===== src/spibc_pkg.sv =====
// spibc_pkg: constants and types of the serial buffer and mode block
// assumes an 8-bit special-function-register bus on the core clock
package spibc_pkg;
  // ==================================================
  // register offsets
  localparam logic [7:0] ADDR_TX = 8'h9A; // tx buffer, write only
  localparam logic [7:0] ADDR_RX = 8'h9B; // rx buffer, read only
  localparam logic [7:0] ADDR_CFG1 = 8'hE8; // first config
  localparam logic [7:0] ADDR_CFG2 = 8'hE9; // second config
  localparam logic [7:0] ADDR_STAT = 8'hEA; // status
  // ==================================================
  // reset values
  localparam logic [7:0] RST_CFG1 = 8'h10;
  localparam logic [7:0] RST_CFG2 = 8'h00;
  localparam logic [7:0] RST_BUF = 8'h00;
  // ==================================================
  // first config fields
  localparam int IRQ_SRC_BIT = 5; // irq_source_select
  localparam int AUTO_SS_BIT = 4; // automatic select drive
  localparam int SS_EN_BIT = 3; // select input enable
  localparam int OVW_BIT = 2; // rx_overflow_overwrite
  localparam int DIV_LSB = 0; // master_clock_divider [1:0]
  // second config fields
  localparam int CONT_BIT = 7; // continuous_transfer_enable
  localparam int IF_EN_BIT = 6; // serial_if_enable
  localparam int MASTER_BIT = 4; // master_select
  // status fields
  localparam int ST_RXAV_BIT = 0;
  localparam int ST_TXFULL_BIT = 1;
  localparam int ST_TXEMPTY_BIT = 2;
  localparam int ST_BUSY_BIT = 3;
  localparam int ST_RXOVF_BIT = 4;
  localparam int ST_TXOVF_BIT = 5;
  // ==================================================
  // timing: divider code 0 gives core/8, i.e. half period of 4
  localparam int DIV_MIN = 8;
  localparam logic [5:0] HALF_BASE = 6'(DIV_MIN / 2);
  localparam int DATA_W = 8;
  localparam logic [2:0] LAST_BIT = 3'h7;
  // ==================================================
  // shifter states
  typedef enum logic [2:0] {
    ST_IDLE = 3'b001,
    ST_SHIFT = 3'b010,
    ST_GAP = 3'b100
  } spibc_state_t;
  typedef logic [DATA_W-1:0] spibc_byte_t;
endpackage


===== src/spibc_fifo_if.sv =====
// spibc_fifo_if: valid/ready bundle around one byte buffer
// assumes both sides sit on the same core clock
`timescale 1ns/1ps
`default_nettype none
interface spibc_fifo_if;
  import spibc_pkg::*;
  // ==================================================
  // fill side
  spibc_byte_t inData;
  logic inValid;
  logic inReady;
  // drain side
  spibc_byte_t outData;
  logic outValid;
  logic outReady;
  // level flags
  logic full;
  logic empty;
  modport store (input inData, inValid, outReady,
    output inReady, outData, outValid, full, empty);
  modport user (output inData, inValid, outReady,
    input inReady, outData, outValid, full, empty);
endinterface
`default_nettype wire


===== src/spibc_fifo.sv =====
// spibc_fifo: small byte buffer, valid/ready on both sides
// assumes DEPTH is a power of two so the pointers wrap freely
`timescale 1ns/1ps
`default_nettype none
module spibc_fifo #(
  parameter int DEPTH = 2
) (
  input wire logic clk_sys,
  input wire logic rst_n,
  spibc_fifo_if.store port
);
  import spibc_pkg::*;
  localparam int PW = (DEPTH > 2) ? $clog2(DEPTH) : 1;
  localparam int CW = $clog2(DEPTH + 1);
  spibc_byte_t mem [DEPTH]; // entries, no reset needed
  logic [PW-1:0] wrPtr; // next slot to fill
  logic [PW-1:0] rdPtr; // oldest entry
  logic [CW-1:0] count; // entries held
  logic push;
  logic pop;
  // ==================================================
  // handshake; a pop frees room for a push in the same cycle
  assign port.full = (count == CW'(DEPTH));
  assign port.empty = (count == '0);
  assign port.inReady = !port.full || port.outReady;
  assign port.outValid = !port.empty;
  assign port.outData = mem[rdPtr];
  assign push = port.inValid && port.inReady;
  assign pop = port.outValid && port.outReady;
  // storage write
  always_ff @(posedge clk_sys) begin
    if (push) begin
      mem[wrPtr] <= port.inData;
    end
  end
  // pointers and count
  always_ff @(posedge clk_sys) begin
    if (!rst_n) begin
      wrPtr <= '0;
      rdPtr <= '0;
      count <= '0;
    end else begin
      if (push) begin
        wrPtr <= wrPtr + 1'b1;
      end
      if (pop) begin
        rdPtr <= rdPtr + 1'b1;
      end
      // both at once leaves the level alone
      if (push && !pop) begin
        count <= count + 1'b1;
      end else if (pop && !push) begin
        count <= count - 1'b1;
      end
    end
  end
endmodule
`default_nettype wire


===== src/spibc_top.sv =====
// spibc_top: serial port buffers, first config, master/slave shifter
// assumes a single-cycle register bus and pins synchronous to clk_sys
`timescale 1ns/1ps
`default_nettype none
module spibc_top #(
  parameter int DEPTH = 2
) (
  input wire logic clk_sys,
  input wire logic rst_n,
  input wire logic [7:0] sfrAddr,
  input wire logic sfrWrite,
  input wire logic sfrRead,
  input wire spibc_pkg::spibc_byte_t sfrWdata,
  output spibc_pkg::spibc_byte_t sfrRdata,
  output logic spiIrq,
  input wire logic sclkIn,
  output logic sclkOut,
  output logic sclkOe,
  input wire logic mosiIn,
  output logic mosiOut,
  output logic mosiOe,
  input wire logic misoIn,
  output logic misoOut,
  output logic misoOe,
  input wire logic ssIn,
  output logic ssOut,
  output logic ssOe
);
  import spibc_pkg::*;
  // ==================================================
  // configuration and status
  spibc_byte_t cfgFirst; // serial_config_first
  spibc_byte_t cfgSecond; // serial_config_second
  spibc_byte_t rxBuffer; // serial_rx_buffer
  logic rxOverflow; // sticky, write 1 clears
  logic txOverflow; // sticky, write 1 clears
  logic ifEnable;
  logic isMaster;
  logic contMode;
  logic autoSs;
  logic ssEnable;
  logic overwrite;
  logic [5:0] halfPeriod; // core cycles per sclk half
  // ==================================================
  // shifter state
  spibc_state_t state;
  spibc_byte_t shiftTx; // outgoing byte
  spibc_byte_t shiftRx; // incoming byte
  logic [2:0] bitCnt; // bits done in this byte
  logic [5:0] halfCnt; // cycles into the half period
  logic sclkPrev; // slave edge detect
  logic slaveLoaded; // slave byte fetched
  logic rxDone; // one-cycle byte complete
  spibc_byte_t rxByte; // byte that just completed
  logic rxPend; // byte waiting for the rx fifo
  spibc_byte_t rxHold;
  // ==================================================
  // decoded strobes
  logic halfTick;
  logic lastFall;
  logic slaveSel;
  logic sRise;
  logic sFall;
  logic slaveLoad;
  logic txTake;
  logic txWrite;
  logic rxRead;
  spibc_fifo_if txQ ();
  spibc_fifo_if rxQ ();
  assign ifEnable = cfgSecond[IF_EN_BIT];
  assign isMaster = cfgSecond[MASTER_BIT];
  assign contMode = cfgSecond[CONT_BIT];
  assign autoSs = cfgFirst[AUTO_SS_BIT];
  assign ssEnable = cfgFirst[SS_EN_BIT];
  assign overwrite = cfgFirst[OVW_BIT];
  assign halfPeriod = HALF_BASE << cfgFirst[DIV_LSB +: 2];
  assign txWrite = sfrWrite && (sfrAddr == ADDR_TX);
  assign rxRead = sfrRead && (sfrAddr == ADDR_RX);
  // ==================================================
  // buffers; the tx side stalls the shifter, never the writer
  // write goes to fifo input
  assign txQ.inData = sfrWdata;
  assign txQ.inValid = txWrite;
  assign txQ.outReady = txTake;
  assign rxQ.inData = rxHold;
  assign rxQ.inValid = rxPend;
  assign rxQ.outReady = rxRead;
  spibc_fifo #(.DEPTH(DEPTH)) txFifo (
    .clk_sys(clk_sys),
    .rst_n(rst_n),
    .port(txQ)
  );
  spibc_fifo #(.DEPTH(DEPTH)) rxFifo (
    .clk_sys(clk_sys),
    .rst_n(rst_n),
    .port(rxQ)
  );
  // ==================================================
  // edge and fetch decode
  assign halfTick = (halfCnt == halfPeriod - 6'd1);
  assign lastFall = halfTick && sclkOut && (bitCnt == LAST_BIT);
  // select input only counts when enabled
  assign slaveSel = ssEnable ? !ssIn : 1'b1;
  assign sRise = sclkIn && !sclkPrev && slaveSel;
  assign sFall = !sclkIn && sclkPrev && slaveSel;
  assign slaveLoad = slaveSel && !slaveLoaded;
  // when the shifter takes the tx fifo head
  always_comb begin
    txTake = 1'b0;
    if (ifEnable && txQ.outValid) begin
      if (isMaster) begin
        txTake = (state == ST_IDLE);
        if (state == ST_SHIFT && lastFall && contMode) begin
          txTake = 1'b1;
        end
      end else begin
        txTake = slaveLoad;
      end
    end
  end
  // ==================================================
  // shifter: master clocking, slave sampling, mode 0 timing
  always_ff @(posedge clk_sys) begin
    if (!rst_n) begin
      state <= ST_IDLE;
      shiftTx <= RST_BUF;
      shiftRx <= RST_BUF;
      bitCnt <= '0;
      halfCnt <= '0;
      sclkOut <= 1'b0;
      sclkPrev <= 1'b0;
      slaveLoaded <= 1'b0;
      rxDone <= 1'b0;
      rxByte <= RST_BUF;
      misoOut <= 1'b0;
    end else begin
      rxDone <= 1'b0;
      sclkPrev <= sclkIn;
      if (!ifEnable) begin
        state <= ST_IDLE;
        sclkOut <= 1'b0;
        bitCnt <= '0;
        halfCnt <= '0;
        slaveLoaded <= 1'b0;
      end else if (isMaster) begin
        slaveLoaded <= 1'b0;
        unique case (state)
          ST_IDLE: begin
            halfCnt <= '0;
            sclkOut <= 1'b0;
            if (txTake) begin
              shiftTx <= txQ.outData;
              bitCnt <= '0;
              state <= ST_SHIFT;
            end
          end
          ST_SHIFT: begin
            halfCnt <= halfTick ? '0 : halfCnt + 6'd1;
            if (halfTick && !sclkOut) begin
              // rising edge samples the input
              sclkOut <= 1'b1;
              shiftRx <= {shiftRx[6:0], misoIn};
            end else if (halfTick) begin
              sclkOut <= 1'b0;
              shiftTx <= {shiftTx[6:0], 1'b0};
              bitCnt <= bitCnt + 3'd1;
              if (bitCnt == LAST_BIT) begin
                rxDone <= 1'b1;
                rxByte <= shiftRx;
                if (txTake) begin
                  shiftTx <= txQ.outData;
                end else begin
                  state <= ST_GAP;
                end
              end
            end
          end
          ST_GAP: begin
            // one half period with select released
            halfCnt <= halfTick ? '0 : halfCnt + 6'd1;
            if (halfTick) begin
              state <= ST_IDLE;
            end
          end
        endcase
      end else begin
        // slave: peer clocks, we follow its edges
        state <= ST_IDLE;
        halfCnt <= '0;
        sclkOut <= 1'b0;
        if (!slaveSel) begin
          bitCnt <= '0;
          slaveLoaded <= 1'b0;
        end else begin
          if (slaveLoad) begin
            // empty fifo sends zeros
            shiftTx <= txQ.outValid ? txQ.outData : RST_BUF;
            misoOut <= txQ.outValid && txQ.outData[7];
            slaveLoaded <= 1'b1;
          end
          if (sRise) begin
            shiftRx <= {shiftRx[6:0], mosiIn};
            bitCnt <= bitCnt + 3'd1;
            if (bitCnt == LAST_BIT) begin
              rxDone <= 1'b1;
              rxByte <= {shiftRx[6:0], mosiIn};
            end
          end
          if (sFall && slaveLoaded) begin
            shiftTx <= {shiftTx[6:0], 1'b0};
            misoOut <= shiftTx[6];
            // refetch after the full byte
            if (bitCnt == 3'd0) begin
              slaveLoaded <= 1'b0;
            end
          end
        end
      end
    end
  end
  // ==================================================
  // rx handoff; a blocked byte is the unread one
  always_ff @(posedge clk_sys) begin
    if (!rst_n) begin
      rxPend <= 1'b0;
      rxHold <= RST_BUF;
    end else begin
      if (rxPend && rxQ.inReady) begin
        rxPend <= 1'b0;
      end
      if (rxDone) begin
        if (!rxPend || rxQ.inReady) begin
          rxPend <= 1'b1;
          rxHold <= rxByte;
        end else if (overwrite) begin
          rxHold <= rxByte;
        end
        // otherwise the new byte is lost
      end
    end
  end
  // ==================================================
  // pins; outputs registered, enables follow the mode
  always_ff @(posedge clk_sys) begin
    if (!rst_n) begin
      mosiOut <= 1'b0;
      ssOut <= 1'b1;
      sclkOe <= 1'b0;
      mosiOe <= 1'b0;
      misoOe <= 1'b0;
      ssOe <= 1'b0;
    end else begin
      mosiOut <= shiftTx[7];
      sclkOe <= ifEnable && isMaster;
      mosiOe <= ifEnable && isMaster;
      ssOe <= ifEnable && isMaster;
      misoOe <= ifEnable && !isMaster && slaveSel;
      if (!autoSs) begin
        ssOut <= 1'b0;
      end else begin
        ssOut <= (state != ST_SHIFT);
      end
    end
  end
  // ==================================================
  // register writes; set of a sticky flag beats its clear
  always_ff @(posedge clk_sys) begin
    if (!rst_n) begin
      cfgFirst <= RST_CFG1;
      cfgSecond <= RST_CFG2;
      rxOverflow <= 1'b0;
      txOverflow <= 1'b0;
    end else begin
      if (sfrWrite && sfrAddr == ADDR_CFG1) begin
        cfgFirst <= sfrWdata;
      end
      if (sfrWrite && sfrAddr == ADDR_CFG2) begin
        cfgSecond <= sfrWdata;
      end
      if (sfrWrite && sfrAddr == ADDR_STAT) begin
        if (sfrWdata[ST_RXOVF_BIT]) begin
          rxOverflow <= 1'b0;
        end
        if (sfrWdata[ST_TXOVF_BIT]) begin
          txOverflow <= 1'b0;
        end
      end
      if (rxDone && rxPend && !rxQ.inReady) begin
        rxOverflow <= 1'b1;
      end
      if (txWrite && !txQ.inReady) begin
        txOverflow <= 1'b1;
      end
    end
  end
  // ==================================================
  // register reads, answered one cycle later
  always_ff @(posedge clk_sys) begin
    if (!rst_n) begin
      sfrRdata <= RST_BUF;
      rxBuffer <= RST_BUF;
    end else begin
      sfrRdata <= RST_BUF;
      if (sfrRead) begin
        unique case (sfrAddr)
          ADDR_RX: begin
            // head lands in the buffer register
            if (rxQ.outValid) begin
              rxBuffer <= rxQ.outData;
              sfrRdata <= rxQ.outData;
            end else begin
              sfrRdata <= rxBuffer;
            end
          end
          ADDR_CFG1: sfrRdata <= cfgFirst;
          ADDR_CFG2: sfrRdata <= cfgSecond;
          ADDR_STAT: begin
            sfrRdata[ST_RXAV_BIT] <= rxQ.outValid;
            sfrRdata[ST_TXFULL_BIT] <= txQ.full;
            sfrRdata[ST_TXEMPTY_BIT] <= txQ.empty;
            sfrRdata[ST_BUSY_BIT] <= (state != ST_IDLE);
            sfrRdata[ST_RXOVF_BIT] <= rxOverflow;
            sfrRdata[ST_TXOVF_BIT] <= txOverflow;
          end
          // tx buffer and unmapped read as zero
          default: sfrRdata <= RST_BUF;
        endcase
      end
    end
  end
  // ==================================================
  // interrupt: a level, not a latched event
  always_ff @(posedge clk_sys) begin
    if (!rst_n) begin
      spiIrq <= 1'b0;
    end else begin
      // drops when the read or write clears it
      if (cfgFirst[IRQ_SRC_BIT]) begin
        spiIrq <= ifEnable && txQ.empty;
      end else begin
        spiIrq <= ifEnable && rxQ.outValid;
      end
    end
  end
endmodule
`default_nettype wire

===== config.mk =====
export PLATFORM = sky130hd
export DESIGN_NAME = spibc_top
export DESIGN_NICKNAME = d
export VERILOG_FILES = /design/src/spibc_pkg.sv /design/src/spibc_fifo_if.sv /design/src/spibc_fifo.sv /design/src/spibc_top.sv
export SDC_FILE = /design/constraint.sdc
export NUM_CORES = 1
export LEC_CHECK = 0
export BUFFER_PORTS_ARGS = -buffer_cell sky130_fd_sc_hd__buf_4
export CORE_MARGIN = 10
export CORE_UTILIZATION = 40
export DETAILED_ROUTE_END_ITERATION = 12
export GPL_TIMING_DRIVEN = 0
export SLEW_MARGIN = 20
export SYNTH_ARGS = -nofsm -noshare
export SYNTH_HDL_FRONTEND = slang
export SYNTH_SLANG_ARGS = --single-unit

===== constraint.sdc =====
create_clock -name clk_sys -period 3.35 [get_ports clk_sys]
set_clock_uncertainty 0.05 [all_clocks]
set_input_delay 0.1675 -clock clk_sys [delete_from_list [all_inputs] [get_ports clk_sys]]
set_output_delay 0.1675 -clock clk_sys [all_outputs]
set_load 0.005 [all_outputs]

==> reports/results.ini <==
[floorplan]
pin_count=41
die_area_sq_mm=0.0211
die_w_microns=145
die_h_microns=145
core_sq_mm=0.0153
num_rows=45
initial_core_util_pct=41.1

[worst_setup_path]
critPathMaxFanout=8
critical_path.startpoint_type=flip-flop
crit_path_top_delay_cell=nor2b_1
rrSetupSlack_ns=0.38
worstReg2RegStart=bitCnt[1]$_SDFFE_PN0P_
slowest_delay_ns=0.63
critPathRequiredTime_ns=3.35
crit_type=reg2reg
crit_arrival_ns=2.97
path_cells=ha_1, ha_1, nand3_1, a2111oi_0, nand4_1, a21oi_2, nor2b_1
end_kind=flip-flop
reg2reg_depth=7
crit_top_cell=ha_1
reg2reg_to=txFifo.mem[0][3]$_DFFE_PP_

[logic_synthesis]
async_reset_ff_share_pct=0
synth.cell_area_sq_mm=0.00629
syn_avg_cell_area_sq_um=9.68
yosysTopAreaCell=dfxtp_1
synth.area.top_cells=dfxtp_1 (32%), edfxtp_1 (15%), mux2i_1 (5.7%)
synth_top_area_share_pct=31.5
synth_ff_type=dfxtp_1
ys_ff_latch=131
yosysWarnings=0
ys_seq_area_share_pct=46.8
synth_cells=650
synth_edf_count=32
synth_nets=680
synth.distinct_cells=83

[clock_network]
hold_buffers=11
postCtsSetupRepairBufs=0
clk_latency_ns=0.42
clk_pin_slew_ns=0.06
cts_sinks=131
post_cts_resized=0
cts_max_level=4
cts_tree=built
root_buffer=clkbuf_16
numCtsBuffers=17
clockBufferDepth=2

[routing]
drt_iter0_markers=407
routed_wl_microns=17200
wl_per_cell_microns=18.2
postRouteAntennaNets=0
drcViolationCount=0
routed-wl-met3_microns=1060
drt-met1-wl_microns=7890
vias=5268
wl_met2_microns=7910
routed.top_layer=met4
viasPerCell=5.58
first_pass_iters=5

[sta]
rsz0062_at_grt=false
worst_slew_pin_slew_ns=0.771
period_share_pct=88.6
setup_viol=0
min_period_ns=2.97
hold_violations=0
tns_ns=0
hold_ws_ns=0.0580
fmax_mhz=337
setup_slack_ns=0.382
slew_violations=0
slew_headroom_pct=47.3

[cells_and_area]
antenna_cells=0
seq_area_sq_mm=0.00294
fill_cells=1382
fin_area_sq_mm=0.00757
layout-drive-gt1-share_pct=17.9
syn2layout_area_growth_pct=20.3
layout.nets=750
multi_input_area_sq_mm=0.00304

[grt]
grt_first_pass_wirelength_microns=27500
grt_max_degree=17
grt-ovfl-total=0
antenna_found_initial=0
grt_pass1_vias=5190
track_usage_pct=16.0

[min_path]
hold_path.class=in2reg
min_to=txFifo.wrPtr$_SDFFE_PN0P_
hp-start=rst_n
hold_depth=3

[placement]
place.gp.congestion=0.893
placed_area_sq_mm=0.00685
numPortBuffers=40
dp_hpwl_microns=12600
place_ws_ns=0.377

[run_status]
outcome=completed

[job]
cap_violations=0

[power_and_ir_drop]
powerDensity_mw_per_mm2=475
leakagePower_nw=2.66
ir_drop_mv=0.403

state kept, by name (all words and copies together) (netlist names), 2 cells and up, named ones only:
signal and flops:
rxFifo.mem 16, cfgSecond 8, txFifo.count 2, cfgFirst 8, sfrRdata 8, rxFifo.count 2, halfCnt 6, shiftTx 8
txFifo.mem 16, bitCnt 3, state 3, rxByte 8, rxBuffer 8, rxHold 8, shiftRx 8
layout by cell type (no fill, tap or decap), types with 16 or more instances in the layout:
| cell | instances |
|---|---|
| dfxtp_1 | 99 |
| a31oi_1 | 20 |
| clkbuf_16 | 17 |
| buf_4 | 43 |
| edfxtp_1 | 32 |
| nor2_1 | 47 |
| a21oi_1 | 37 |
| nand2_1 | 95 |
| nand4_1 | 16 |
| inv_1 | 27 |
| mux2i_1 | 36 |
| clkbuf_1 | 22 |
kinds of logic (layout without fill, tap and decap cells):
group                    count (synthesis)  in the layout  synth area share, %
flip-flops                             131            131                 46.8
adder cells (fa/ha/maj)                  6              6                 1.19
multiplexers                            44             44                 7.16
XOR/XNOR                                11             11                 1.53
AND/OR/NAND/NOR                        250            250                 21.0
buffers and inverters                   67            150                 4.95
AO/OA/AOI/OAI                          141            141                 17.3
per-stage QoR:
stage	utilization, %	power (W)	cells
finish	49.4	0.00359	944
global route	49.4	0.00369	944
CTS	49.4	0.00362	944
detailed placement	44.8	0.00173	901
global placement	44.8	0.00172	901
floorplan	-	0.00168	650
how the worst max path moves through the flow:
stage	from	end	slack [ns]	cells past startpoint
CTS	bitCnt[0]$_SDFFE_PN0P_	txFifo.mem[0][3]$_DFFE_PP_	0.38	7
global route	bitCnt[1]$_SDFFE_PN0P_	txFifo.mem[0][7]$_DFFE_PP_	0.25	7
detailed placement	bitCnt[0]$_SDFFE_PN0P_	txFifo.mem[0][3]$_DFFE_PP_	0.38	7
floorplan	state[2]$_SDFFE_PN0P_	txFifo.count[1]$_SDFFE_PN0P_	0.97	10
global placement	bitCnt[0]$_SDFFE_PN0P_	txFifo.mem[0][3]$_DFFE_PP_	0.54	7
finish	bitCnt[1]$_SDFFE_PN0P_	txFifo.mem[0][3]$_DFFE_PP_	0.38	7
where the power goes:
group / internal [W] / switching [W] / leakage [nW]
registers: 0.00162 / 0.00000101 / 1.09
logic: 0.0000366 / 0.0000488 / 1.28
clock network: 0.00119 / 0.000703 / 0.289
per-layer routing:
| metal | vias up | track usage, % |
|---|---|---|
| li1 | 2516 | - |
| met1 | 2528 | 20.3 |
| met2 | 193 | 25.1 |
| met3 | 31 | 4.44 |
| met4 | 0 | 6.32 |
| met5 | - | 0 |
critical path, delay by kind of cell (launching register included):
kind,cells,cell delay [ns]
and+or+nand+nor,3,1.08
AOI/OAI and AO/OA,2,0.70
adders and majority gates,2,0.43
DFF,1,0.34
cells in the mapped netlist, drive strengths merged, types with 6 or more instances:
master,count
nand3,14
nand4,17
dfxtp,99
edfxtp,32
mux2,8
ha,6
nor4,7
xor2,7
o32a,6
nand2,95
nor2,48
buf,18
clkbuf,21
mux2i,36
inv,28
and2,9
a311oi,6
o21ai,17
a21oi,38
nor2b,9
a31oi,21
nor3,17
layout make-up:
| cell class | count | area share (%) |
|---|---|---|
| Buffer | 39 | 2.73 |
| Clock buffer | 19 | 5.85 |
| Clock inverter | 13 | 2.10 |
| Inverter | 28 | 1.39 |
| Multi-Input combinational cell | 452 | 40.1 |
| Sequential cell | 131 | 38.9 |
| Tap cell | 211 | 3.49 |
| Timing Repair Buffer | 51 | 5.42 |
No activity file was read; power rests on OpenSTA's default activity.
